`config.mk`:
```
export PLATFORM = sky130hd
export DESIGN_NAME = acq_trigger_timing
export DESIGN_NICKNAME = d
export VERILOG_FILES = /design/src/pkg/acq_timing_pkg.sv /design/src/hdl/ceil_divider.sv /design/src/hdl/acq_trigger_timing.sv
export VERILOG_INCLUDE_DIRS = /design/src /design/src/pkg
export SDC_FILE = /design/constraint.sdc
export NUM_CORES = 2
export LEC_CHECK = 0
export ABC_AREA = 1
export BUFFER_PORTS_ARGS = -buffer_cell sky130_fd_sc_hd__buf_2
export CAP_MARGIN = 20
export CORE_UTILIZATION = 55
export CTS_BUF_LIST = sky130_fd_sc_hd__clkbuf_8
export DETAILED_ROUTE_END_ITERATION = 8
export PLACE_DENSITY_LB_ADDON = 0.1
export SLEW_MARGIN = 10
export SYNTH_ARGS = -nofsm -noshare
export SYNTH_HDL_FRONTEND = slang
export SYNTH_SLANG_ARGS = --single-unit
```
`constraint.sdc`:
```
create_clock -name clk_sys -period 35.9 [get_ports clk_sys]
set_input_delay 7.18 -clock clk_sys [delete_from_list [all_inputs] [get_ports clk_sys]]
set_output_delay 7.18 -clock clk_sys [all_outputs]
set_load 0.01 [all_outputs]
```
`src/pkg/acq_timing_cfg.svh`:
```
// timing constants and output routing codes for acquisition sequencing
`ifndef ACQ_TIMING_CFG_SVH
`define ACQ_TIMING_CFG_SVH

`define ACQ_CLK_HZ 100000000
`define ACQ_CLK_PERIOD_NS 10
`define ACQ_CYC_PER_US 100
`define ACQ_START_DELAY_NS 180000
`define ACQ_LINE_TIME_NS 25210
`define ACQ_READ_OVERHEAD_NS 1623000
`define ACQ_PKT_TIME_NS 125000
`define ACQ_TX_TAIL_NS 250000
`define ACQ_PKT_CYC ((`ACQ_PKT_TIME_NS + `ACQ_CLK_PERIOD_NS - 1) / `ACQ_CLK_PERIOD_NS)
`define ACQ_TX_TAIL_CYC ((`ACQ_TX_TAIL_NS + `ACQ_CLK_PERIOD_NS - 1) / `ACQ_CLK_PERIOD_NS)
`define ACQ_ROUTE_OFF 2'h0
`define ACQ_ROUTE_EXPOSURE 2'h1
`define ACQ_ROUTE_PERMIT 2'h2
`define ACQ_ROUTE_TX 2'h3
`define ACQ_LINE1_RESET `ACQ_ROUTE_EXPOSURE
`define ACQ_LINE2_RESET `ACQ_ROUTE_PERMIT

`endif

```
`src/pkg/acq_timing_pkg.sv`:
```
// types shared by the acquisition sequencing logic
package acq_timing_pkg;
	typedef enum logic [3:0] {
		ST_IDLE = 4'h1,
		ST_DELAY = 4'h2,
		ST_EXPOSE = 4'h4,
		ST_READOUT = 4'h8
	} acq_state_t;

	typedef enum logic [3:0] {
		TX_IDLE = 4'h1,
		TX_FILL = 4'h2,
		TX_SEND = 4'h4,
		TX_TAIL = 4'h8
	} tx_state_t;
endpackage : acq_timing_pkg

```
`src/hdl/ceil_divider.sv`:
```
// sequential divider returning the quotient rounded up
`timescale 1ns/100ps
`default_nettype none
module ceil_divider #(
	parameter int W = 32
) (
	// clock and reset
	input wire logic clk_sys,
	input wire logic rst,
	// request
	input wire logic start,
	input wire logic [W-1:0] numer,
	input wire logic [W-1:0] denom,
	// result
	output logic busy,
	output logic done,
	output logic [W-1:0] quot
);
	logic [W-1:0] rem_r, rem_nxt;
	logic [W-1:0] q_r, q_nxt;
	logic [W-1:0] den_r, den_nxt;
	logic [W-1:0] quot_r, quot_nxt;
	logic [$clog2(W+1)-1:0] cnt_r, cnt_nxt;
	logic busy_r, busy_nxt;
	logic done_r, done_nxt;
	logic [W:0] sh;

	always_comb begin
		rem_nxt = rem_r;
		q_nxt = q_r;
		den_nxt = den_r;
		quot_nxt = quot_r;
		cnt_nxt = cnt_r;
		busy_nxt = busy_r;
		done_nxt = 1'b0;
		sh = {rem_r, q_r[W-1]};
		if (busy_r) begin
			if (sh >= {1'b0, den_r}) begin
				rem_nxt = W'(sh - {1'b0, den_r});
				q_nxt = {q_r[W-2:0], 1'b1};
			end else begin
				rem_nxt = sh[W-1:0];
				q_nxt = {q_r[W-2:0], 1'b0};
			end
			cnt_nxt = cnt_r - 1'b1;
			if (cnt_r == 1) begin
				busy_nxt = 1'b0;
				done_nxt = 1'b1;
				// a partial last unit still costs a whole one
				quot_nxt = q_nxt + W'(rem_nxt != '0);
			end
		end else if (start) begin
			if (denom == '0) begin
				// divide by zero saturates instead of hanging
				quot_nxt = '1;
				done_nxt = 1'b1;
			end else begin
				rem_nxt = '0;
				q_nxt = numer;
				den_nxt = denom;
				cnt_nxt = ($clog2(W+1))'(W);
				busy_nxt = 1'b1;
			end
		end
	end

	always_ff @(posedge clk_sys or posedge rst) begin
		if (rst) begin
			rem_r <= '0;
			q_r <= '0;
			den_r <= '0;
			quot_r <= '0;
			cnt_r <= '0;
			busy_r <= 1'b0;
			done_r <= 1'b0;
		end else begin
			rem_r <= rem_nxt;
			q_r <= q_nxt;
			den_r <= den_nxt;
			quot_r <= quot_nxt;
			cnt_r <= cnt_nxt;
			busy_r <= busy_nxt;
			done_r <= done_nxt;
		end
	end

	assign busy = busy_r;
	assign done = done_r;
	assign quot = quot_r;
endmodule : ceil_divider
`default_nettype wire

```
`src/hdl/acq_trigger_timing.sv`:
```
// acquisition sequencing: trigger permit, exposure, readout, transmission timing
`timescale 1ns/100ps
`default_nettype none
`include "acq_timing_cfg.svh"
module acq_trigger_timing #(
	parameter int START_DELAY_NS = `ACQ_START_DELAY_NS,
	parameter int LINE_TIME_NS = `ACQ_LINE_TIME_NS,
	parameter int READ_OVERHEAD_NS = `ACQ_READ_OVERHEAD_NS,
	parameter int PKT_CYC = `ACQ_PKT_CYC,
	parameter int TX_TAIL_CYC = `ACQ_TX_TAIL_CYC,
	parameter int CLK_HZ = `ACQ_CLK_HZ
) (
	// clock and reset
	input wire logic clk_sys,
	input wire logic rst,
	// trigger pin
	input wire logic external_frame_trigger,
	// configuration
	input wire logic hw_trigger_enable,
	input wire logic [23:0] exposure_time_us,
	input wire logic [11:0] region_window_height,
	input wire logic trig_filter_en,
	input wire logic [15:0] trig_filter_us,
	input wire logic rate_limit_en,
	input wire logic [23:0] rate_limit_fps,
	input wire logic [23:0] payload_bytes,
	input wire logic [13:0] packet_bytes,
	// output routing
	input wire logic route_we,
	input wire logic [1:0] route_line1_sel,
	input wire logic [1:0] route_line2_sel,
	// signals
	output logic acq_permit_out,
	output logic exposure_window_out,
	output logic readout_active,
	output logic tx_active,
	output logic frame_done,
	output logic out_line1,
	output logic out_line2,
	// status
	output logic [31:0] readout_cycles,
	output logic [31:0] tx_end_cycles
);
	localparam int START_DELAY_CYC = (START_DELAY_NS + `ACQ_CLK_PERIOD_NS - 1) / `ACQ_CLK_PERIOD_NS;
	localparam int LINE_CYC = (LINE_TIME_NS + `ACQ_CLK_PERIOD_NS - 1) / `ACQ_CLK_PERIOD_NS;
	localparam int OVH_CYC = (READ_OVERHEAD_NS + `ACQ_CLK_PERIOD_NS - 1) / `ACQ_CLK_PERIOD_NS;
	// trigger synchroniser; stage one is read only by stage two
	logic trig_s1_r, trig_s2_r, trig_s3_r;
	logic trig_rise;

	always_ff @(posedge clk_sys or posedge rst) begin
		if (rst) begin
			trig_s1_r <= 1'b0;
			trig_s2_r <= 1'b0;
			trig_s3_r <= 1'b0;
		end else begin
			trig_s1_r <= external_frame_trigger;
			trig_s2_r <= trig_s1_r;
			trig_s3_r <= trig_s2_r;
		end
	end
	assign trig_rise = trig_s2_r & ~trig_s3_r;

	// derived durations in clock cycles
	logic [31:0] tr_cyc, tb_cyc, tmax_cyc, te_cyc, fill_cyc;
	logic [31:0] exp_cyc, delay_cyc;
	logic [31:0] pkt_cnt, period_cyc;
	logic pkt_done, per_done;

	assign tr_cyc = 32'(region_window_height) * 32'(LINE_CYC) + 32'(OVH_CYC);
	assign tb_cyc = 32'(pkt_cnt * 32'(PKT_CYC));
	assign tmax_cyc = (tb_cyc > tr_cyc) ? tb_cyc : tr_cyc;
	assign te_cyc = tmax_cyc + 32'(TX_TAIL_CYC);
	// sending ends with readout or later, so the buffer never runs dry
	assign fill_cyc = tmax_cyc - tb_cyc;
	assign exp_cyc = 32'(exposure_time_us) * 32'(`ACQ_CYC_PER_US);
	assign delay_cyc = 32'(START_DELAY_CYC)
		+ (trig_filter_en ? 32'(trig_filter_us) * 32'(`ACQ_CYC_PER_US) : 32'h0);

	// dividers run freely so settings changes take effect within a few dozen cycles
	ceil_divider #(.W(32)) u_pkt_div (
		.clk_sys(clk_sys),
		.rst(rst),
		.start(1'b1),
		.numer(32'(payload_bytes)),
		.denom(32'(packet_bytes)),
		.busy(),
		.done(pkt_done),
		.quot(pkt_cnt)
	);

	ceil_divider #(.W(32)) u_rate_div (
		.clk_sys(clk_sys),
		.rst(rst),
		.start(1'b1),
		.numer(32'(CLK_HZ)),
		.denom(32'(rate_limit_fps)),
		.busy(),
		.done(per_done),
		.quot(period_cyc)
	);

	// main acquisition sequence
	acq_timing_pkg::acq_state_t st_r, st_nxt;
	logic [31:0] cnt_r, cnt_nxt;
	logic [31:0] per_cnt_r, per_cnt_nxt;
	logic [31:0] exp_lat_r, exp_lat_nxt;
	logic permit_r, permit_nxt;
	logic expwin_r, expwin_nxt;
	logic read_start;
	logic period_ok;
	logic tx_ready;
	// an over-high limit simply never binds; readout or sending, whichever ends later, then sets the pace
	assign period_ok = ~rate_limit_en || (rate_limit_fps == 24'h0)
		|| (per_cnt_r >= period_cyc);

	always_comb begin
		st_nxt = st_r;
		cnt_nxt = cnt_r;
		exp_lat_nxt = exp_lat_r;
		per_cnt_nxt = (per_cnt_r == 32'hFFFFFFFF) ? per_cnt_r : per_cnt_r + 32'h1;
		read_start = 1'b0;
		case (st_r)
			acq_timing_pkg::ST_IDLE: begin
				// edges while permit is low never leave idle
				if (trig_rise && permit_r) begin
					st_nxt = acq_timing_pkg::ST_DELAY;
					cnt_nxt = delay_cyc;
					exp_lat_nxt = exp_cyc;
				end
			end
			acq_timing_pkg::ST_DELAY: begin
				if (cnt_r <= 32'h1) begin
					st_nxt = acq_timing_pkg::ST_EXPOSE;
					cnt_nxt = exp_lat_r;
					per_cnt_nxt = 32'h1;
				end else begin
					cnt_nxt = cnt_r - 32'h1;
				end
			end
			acq_timing_pkg::ST_EXPOSE: begin
				if (cnt_r <= 32'h1) begin
					st_nxt = acq_timing_pkg::ST_READOUT;
					cnt_nxt = tr_cyc;
					read_start = 1'b1;
				end else begin
					cnt_nxt = cnt_r - 32'h1;
				end
			end
			acq_timing_pkg::ST_READOUT: begin
				// no new trigger is taken before readout is over
				if (cnt_r <= 32'h1) begin
					st_nxt = acq_timing_pkg::ST_IDLE;
					cnt_nxt = 32'h0;
				end else begin
					cnt_nxt = cnt_r - 32'h1;
				end
			end
			default: begin
				st_nxt = acq_timing_pkg::ST_IDLE;
				cnt_nxt = 32'h0;
			end
		endcase
		// permit looks one state ahead so it drops the cycle after the accepted edge
		permit_nxt = hw_trigger_enable && (st_nxt == acq_timing_pkg::ST_IDLE)
			&& period_ok && tx_ready;
		expwin_nxt = (st_nxt == acq_timing_pkg::ST_EXPOSE);
	end

	always_ff @(posedge clk_sys or posedge rst) begin
		if (rst) begin
			st_r <= acq_timing_pkg::ST_IDLE;
			cnt_r <= 32'h0;
			per_cnt_r <= 32'hFFFFFFFF;
			exp_lat_r <= 32'h0;
			permit_r <= 1'b0;
			expwin_r <= 1'b0;
		end else begin
			st_r <= st_nxt;
			cnt_r <= cnt_nxt;
			per_cnt_r <= per_cnt_nxt;
			exp_lat_r <= exp_lat_nxt;
			permit_r <= permit_nxt;
			expwin_r <= expwin_nxt;
		end
	end

	// transmission timing, measured from readout start
	acq_timing_pkg::tx_state_t tx_r, tx_nxt;
	logic [31:0] tx_cnt_r, tx_cnt_nxt;
	logic [31:0] tx_fill_r, tx_fill_nxt;
	logic [31:0] tx_max_r, tx_max_nxt;
	logic [31:0] tx_end_r, tx_end_nxt;
	logic done_r, done_nxt;

	// one frame in the send stage at a time; the tail may overlap the next delay and exposure
	assign tx_ready = (tx_r == acq_timing_pkg::TX_IDLE) || (tx_r == acq_timing_pkg::TX_TAIL);

	always_comb begin
		tx_nxt = tx_r;
		tx_cnt_nxt = tx_cnt_r + 32'h1;
		tx_fill_nxt = tx_fill_r;
		tx_max_nxt = tx_max_r;
		tx_end_nxt = tx_end_r;
		done_nxt = 1'b0;
		case (tx_r)
			acq_timing_pkg::TX_IDLE: begin
				tx_cnt_nxt = 32'h0;
			end
			acq_timing_pkg::TX_FILL: begin
				if (tx_cnt_r + 32'h1 >= tx_fill_r) begin
					tx_nxt = acq_timing_pkg::TX_SEND;
				end
			end
			acq_timing_pkg::TX_SEND: begin
				if (tx_cnt_r + 32'h1 >= tx_max_r) begin
					tx_nxt = acq_timing_pkg::TX_TAIL;
				end
			end
			acq_timing_pkg::TX_TAIL: begin
				if (tx_cnt_r + 32'h1 >= tx_end_r) begin
					tx_nxt = acq_timing_pkg::TX_IDLE;
					tx_cnt_nxt = 32'h0;
					done_nxt = 1'b1;
				end
			end
			default: begin
				tx_nxt = acq_timing_pkg::TX_IDLE;
				tx_cnt_nxt = 32'h0;
			end
		endcase
		// a new readout restarts the timeline; an unfinished tail is cut short
		if (read_start) begin
			tx_nxt = (fill_cyc == 32'h0) ? acq_timing_pkg::TX_SEND : acq_timing_pkg::TX_FILL;
			tx_cnt_nxt = 32'h0;
			tx_fill_nxt = fill_cyc;
			tx_max_nxt = tmax_cyc;
			tx_end_nxt = te_cyc;
			done_nxt = (tx_r == acq_timing_pkg::TX_TAIL);
		end
	end

	always_ff @(posedge clk_sys or posedge rst) begin
		if (rst) begin
			tx_r <= acq_timing_pkg::TX_IDLE;
			tx_cnt_r <= 32'h0;
			tx_fill_r <= 32'h0;
			tx_max_r <= 32'h0;
			tx_end_r <= 32'h0;
			done_r <= 1'b0;
		end else begin
			tx_r <= tx_nxt;
			tx_cnt_r <= tx_cnt_nxt;
			tx_fill_r <= tx_fill_nxt;
			tx_max_r <= tx_max_nxt;
			tx_end_r <= tx_end_nxt;
			done_r <= done_nxt;
		end
	end

	// output line routing
	logic [1:0] sel1_r, sel1_nxt, sel2_r, sel2_nxt;
	logic line1_r, line1_nxt, line2_r, line2_nxt;
	logic read_r, read_nxt, txa_r, txa_nxt;
	logic [31:0] tr_stat_r, te_stat_r;
	function automatic logic route_pick(input logic [1:0] sel, input logic expw,
		input logic perm, input logic txa);
		case (sel)
			`ACQ_ROUTE_EXPOSURE: route_pick = expw;
			`ACQ_ROUTE_PERMIT: route_pick = perm;
			`ACQ_ROUTE_TX: route_pick = txa;
			default: route_pick = 1'b0;
		endcase
	endfunction : route_pick

	always_comb begin
		sel1_nxt = route_we ? route_line1_sel : sel1_r;
		sel2_nxt = route_we ? route_line2_sel : sel2_r;
		read_nxt = (st_nxt == acq_timing_pkg::ST_READOUT);
		txa_nxt = (tx_nxt == acq_timing_pkg::TX_SEND);
		line1_nxt = route_pick(sel1_r, expwin_nxt, permit_nxt, txa_nxt);
		line2_nxt = route_pick(sel2_r, expwin_nxt, permit_nxt, txa_nxt);
	end

	always_ff @(posedge clk_sys or posedge rst) begin
		if (rst) begin
			sel1_r <= `ACQ_LINE1_RESET;
			sel2_r <= `ACQ_LINE2_RESET;
			line1_r <= 1'b0;
			line2_r <= 1'b0;
			read_r <= 1'b0;
			txa_r <= 1'b0;
			tr_stat_r <= 32'h0;
			te_stat_r <= 32'h0;
		end else begin
			sel1_r <= sel1_nxt;
			sel2_r <= sel2_nxt;
			line1_r <= line1_nxt;
			line2_r <= line2_nxt;
			read_r <= read_nxt;
			txa_r <= txa_nxt;
			tr_stat_r <= tr_cyc;
			te_stat_r <= te_cyc;
		end
	end

	assign acq_permit_out = permit_r;
	assign exposure_window_out = expwin_r;
	assign readout_active = read_r;
	assign tx_active = txa_r;
	assign frame_done = done_r;
	assign out_line1 = line1_r;
	assign out_line2 = line2_r;
	assign readout_cycles = tr_stat_r;
	assign tx_end_cycles = te_stat_r;
endmodule : acq_trigger_timing
`default_nettype wire

```
# == Yosys cells after proc, flatten, opt, wreduce, memory -nomap -nowiden ==
# Cells that the tools add are included.
# op_classes
n_bitwise,7
n_lt_le_gt_ge,8
mul,4
addsub,13
n_shift,0
muxes,63
reduce_logical,21
n_div,0
n_eq_ne,26
# op_table
cell,n
$mux 32,30
$ge 32x32->1,4
$pmux 32 s4,1
$logic_not 32->1,3
$add 32x1->32,2
$add 32x1->32 const B,2
$pmux 32 s2,1
$reduce_bool 32->1,2
$ge 33x14->1,1
$ge 33x24->1,1
$add 32x15->32 const B,1
$eq 32x32->1 const B,1
$gt 32x25->1,1
$le 32x1->1 const B,1
$mul 32x12->30 const B,1
$mux 4,8
$pmux 4 s4,2
$sub 32x1->32 const B,1
$sub 32x14->32,1
$sub 32x24->32,1
$sub 32x32->32,1
$mul 24x5->29 const B,1
$add 24x18->25 const B,1
$add 15x23->24 const A,1
other kinds (25),73
# totals
output_inout_bits,71
rom_bits,0
input_bits,125
ram_bits,0
mem_count,0
word_cells,177
latch_bits,0
ff_bits,544

# == Longest topological paths before layout ==
# depth
ltp_word,10
depth_mapped,53
depth_no_buf,52

# == Hierarchy ==
# From an unflattened synthesis, not the netlist that was laid out.
# hier_totals
cells_unflattened,6800
hier_area_um2,49628.8
# modules_own_cells
module,n_inst,area_per_inst_um2,cells_each
acq_trigger_timing,1,31029.8,4029
ceil_divider at u_pkt_div,1,9327.7,1397
ceil_divider at u_rate_div,1,9271.4,1374

# == Worst setup path before layout ==
# Ideal clock, no wire load.
# synth_timing
kind,input port to flip-flop
start,input region_window_height[1]
end,register tx_r[1]
stages,48
t_arrival_ns,15.416
n_path_buf,2
required_time_ns,35.758
slack_ns,20.342
cell_sequence,inv_1 -> fa_1 -> fa_1 -> inv_1 -> ha_1 -> fa_1 -> inv_1 -> fa_1 -> inv_1 -> ha_1 -> nand2_1 -> nor2_1 -> inv_1 -> nor2_2 -> a21oi_1 -> o21bai_1 -> xor2_1 -> inv_1 -> [... 12 more ...] -> nand2_1 -> o21ai_0 -> ha_1 -> fa_1 -> o21ai_0 -> a21oi_1 -> o21ai_0 -> a21boi_0 -> o21ai_0 -> xnor2_1 -> nand3_1 -> nor2_1 -> nand4_1 -> nor2_1 -> nand3_1 -> nor3_1 -> nand4_1 -> a21boi_0
# synth_via
elab_chain_len,8
# synth_rtl
element,line,source
"start, declared",acq_trigger_timing.sv:21,"input wire logic [11:0] region_window_height,"
$mul 12x12->24 *,acq_trigger_timing.sv:70,assign tr_cyc = 32'(region_window_height) * 32'(LINE_CYC) + 32'(OVH_CYC);
$add 24x18->25 *,acq_trigger_timing.sv:70,
via tr_cyc[15],acq_trigger_timing.sv:65,"logic [31:0] tr_cyc, tb_cyc, tmax_cyc, te_cyc, fill_cyc;"
$gt 32x25->1,acq_trigger_timing.sv:72,assign tmax_cyc = (tb_cyc > tr_cyc) ? tb_cyc : tr_cyc;
$mux 32 *,acq_trigger_timing.sv:72,
$sub 32x32->32 *,acq_trigger_timing.sv:75,assign fill_cyc = tmax_cyc - tb_cyc;
$logic_not 32->1 *,acq_trigger_timing.sv:234,tx_nxt = (fill_cyc == 32'h0) ? acq_timing_pkg::TX_SEND : acq_timing_pkg::TX_FILL;
$mux 3 *,acq_trigger_timing.sv:234,
$mux 4 *,acq_trigger_timing.sv:233,if (read_start) begin
via tx_nxt[1],acq_trigger_timing.sv:189,"acq_timing_pkg::tx_state_t tx_r, tx_nxt;"
"end signal, assigned",acq_trigger_timing.sv:245,tx_r <= acq_timing_pkg::TX_IDLE;
"end signal, assigned",acq_trigger_timing.sv:252,tx_r <= tx_nxt;
"end, declared",acq_trigger_timing.sv:189,
# The timed path passes the listed nets; every way through them passes the cells marked *.
# A chain may end at the register's enable or synchronous reset.

# == Worst setup path after layout ==
# Ends and elaborated chain as after synthesis.

==> run summary <==
status: finished, final reports clean
Synth Area per Inst: 7.718 µm²
min cycle time layout: 17.39 ns
Antenna Nets Post-Route: 0
cell mode on critical path: inv_1
max-cap check violation count: 0
CP Capture Point: tx_r[1]
Core Area: 79390 µm²
Post-synth EDFFs: 0
Post-synth top flop: dfrtp_1
Max-slew headroom: 0.2499
clk_lat worst skew: 0.74 ns
vias in the first global route: 37040
largest cells by area after synthesis: dfrtp_1 (28%), ha_1 (15%), inv_1 (10%)
DP HPWL: 95.82 mm
die area: 81770 µm²
critical path class: primary input to flop
Site Rows: 103
Vias/cell: 5.341
Initial Util: 0.5586
synth warn: 0
wire length of the first global-routing pass: 195.5 mm
Synth Cell Area: 44350 µm²
Post-CTS Setup Repair Bufs: 0
Layout area overhead: 9.630%
Vias: 37880
Port Buffer Count: 188
Hold Crit Depth: 0
fin nets: 6789
GP Congestion: 1.010
RSZ-0062 raised after global routing: no
drt first pass iters: 6
highest net fanout along the worst path: 37
Fin. Hold Viols: 0
Worst path top cell family by delay: adder cells
cts hold-fix bufs: 0
clk_skew: 0.05367 ns
Netlist cell types: 67
Post-Syn Instances: 5746
Die Height: 286.0 µm
FF-to-FF End: tx_r[1]
# IOs: 196
most frequent cells in the layout: inv_1 (1204), nand2_1 (1122), ha_1 (535)
CP Buf/Inv Count: 7
final setup fails: 0
FF+latch count, synth: 537
post-CTS sizing: 0
routed len/inst: 17.05 µm
drt initial violations: 2236
CP Launch Point: region_window_height[1]
CTS HTree Levels: 3
max-slew violation count: 0
GRT Resource Usage Total: 0.3006
Slew @ Worst Pin: 1.125 ns
Residual DRC: 0
most common cell after layout, fill and taps aside: inv_1
Synth top area share: 0.2827
largest net degree at the start of global routing: 170
slowest CP cell: fa_1
CP required: 36.49 ns
grt total ovfl: 0
Reg2Reg Depth: 43
CTS Buf Count: 97
Startpoint Class: primary input
clk buf depth: 3
ratio of cells with drive above 1 in the final layout: 0.08360
WL final: 121.0 mm
setup TNS: 0 ns
CTS root buf: clkbuf_8
initial antenna violation count: 4
r2r setup slk: 25.36 ns
Peak Freq: 57.50 MHz
Critical R2R Launch: u_pkt_div.quot[1]
cell count along the critical path: 47
TritonCTS clock tree: done
Setup crit end kind: flop
Hold WC Path Type: flop to flop
clk sinks: 537
fin crit share: 0.4844
Seq/Total Area, Yosys: 0.3040
largest area contributor in the netlist: dfrtp_1
Critical Path AT: 17.98 ns
Reg clk slew, reported paths: 0.06 ns
max incr delay on CP: 0.54 ns
Synth async-reset ratio: 1.000
die width: 286.0 µm
==> cells by family (layout without fill, tap and decap cells) <==
| group | after synthesis | in the layout | synth area share |
|---|---|---|---|
| AO/OA/AOI/OAI | 928 | 928 | 0.1185 |
| XOR/XNOR | 202 | 202 | 0.03990 |
| adder cells (fa/ha/maj) | 702 | 702 | 0.2263 |
| buffers and inverters | 1307 | 1596 | 0.1121 |
| flip-flops | 537 | 537 | 0.3040 |
| other | 1 | 9 | 0.00008456 |
| AND/OR/NAND/NOR | 2069 | 2069 | 0.1990 |
==> registers in the layout, summed over array words and instances (netlist names), 29 cells and up <==
register	cells
tx_max_r	30
u_rate_div.rem_r	32
u_pkt_div.rem_r	32
tx_cnt_r	32
cnt_r	32
tx_fill_r	32
u_pkt_div.q_r	32
per_cnt_r	32
tx_end_r	29
u_rate_div.quot	32
tx_end_cycles	32
u_rate_div.q_r	32
exp_lat_r	29
u_pkt_div.quot	30
==> metal layers <==
metal / global-route usage / share of wire
met5: 0 / 0
met3: 0.04314 / 0.051
met2: 0.5177 / 0.48
met1: 0.3892 / 0.44
met4: 0.09439 / 0.031
==> per-stage QoR <==
| stage | util | worst slack [ns] | cells | cell area, µm² | hold WS (ns) |
|---|---|---|---|---|---|
| floorplan | - | 13.77 | 5752 | 44370 | 0.3312 |
| global placement | 0.5849 | 18.08 | 6910 | 46430 | 0.3384 |
| detailed placement | 0.5851 | 17.81 | 6911 | 46450 | 0.3498 |
| CTS | 0.6118 | 18.53 | 7089 | 48570 | 0.3574 |
| global route | 0.6124 | 17.53 | 7092 | 48610 | 0.3670 |
| finish | 0.6124 | 18.51 | 7093 | 48620 | 0.3549 |
==> worst reg2reg max path, delay by kind of cell (launching register included) <==
| kind | cells | cell delay, ns |
|---|---|---|
| adder cells (fa/ha/maj) | 9 | 3.48 |
| AND/OR/NAND/NOR | 18 | 3.09 |
| AO/OA/AOI/OAI | 10 | 2.28 |
| XOR/XNOR | 2 | 0.65 |
| flip-flops | 1 | 0.64 |
| buffers and inverters | 4 | 0.29 |
==> Yosys cell counts (11+ instances only) <==
master and n:
ha_1 535, or2_2 12, nor2_1 405, inv_1 1179, o21bai_1 18, nand2_1 1122, o211ai_1 21, nor3_2 11
nand3_1 247, fa_1 167, nand4_1 83, o221ai_1 13, dfstp_2 36, o21ai_0 386, and2_1 14, nor3_1 82
dfrtp_1 501, nor4_1 29, clkbuf_1 86, nand2_2 25, a22oi_1 45, o22ai_1 49, xor2_1 125, xnor2_1 77
a31oi_1 19, a211oi_1 14, o2111ai_1 14, a21oi_1 289
==> how the worst min path moves through the flow <==
stage / slack (ns) / startpoint / endpoint
after global placement: 0.34 / trig_s1_r / trig_s2_r
after detailed placement: 0.35 / trig_s1_r / trig_s2_r
after CTS: 0.36 / trig_s1_r / trig_s2_r
after floorplan: 0.33 / trig_s1_r / trig_s2_r
final: 0.35 / trig_s1_r / trig_s2_r
after global routing: 0.37 / trig_s1_r / trig_s2_r
==> final cells by class <==
cell class	instances	area [µm²]
clock buffer	127	1748
tap	1050	1314
timing repair buffer	224	1271
antenna	2	5.005
inverter	1194	4489
sequential	537	13480
clock inverter	51	370.4
fill	7442	30770
multi-input combinational	3908	25930
Power is not shown: default switching activity piles up to over one toggle a cycle in this logic, so the estimate is an artifact.
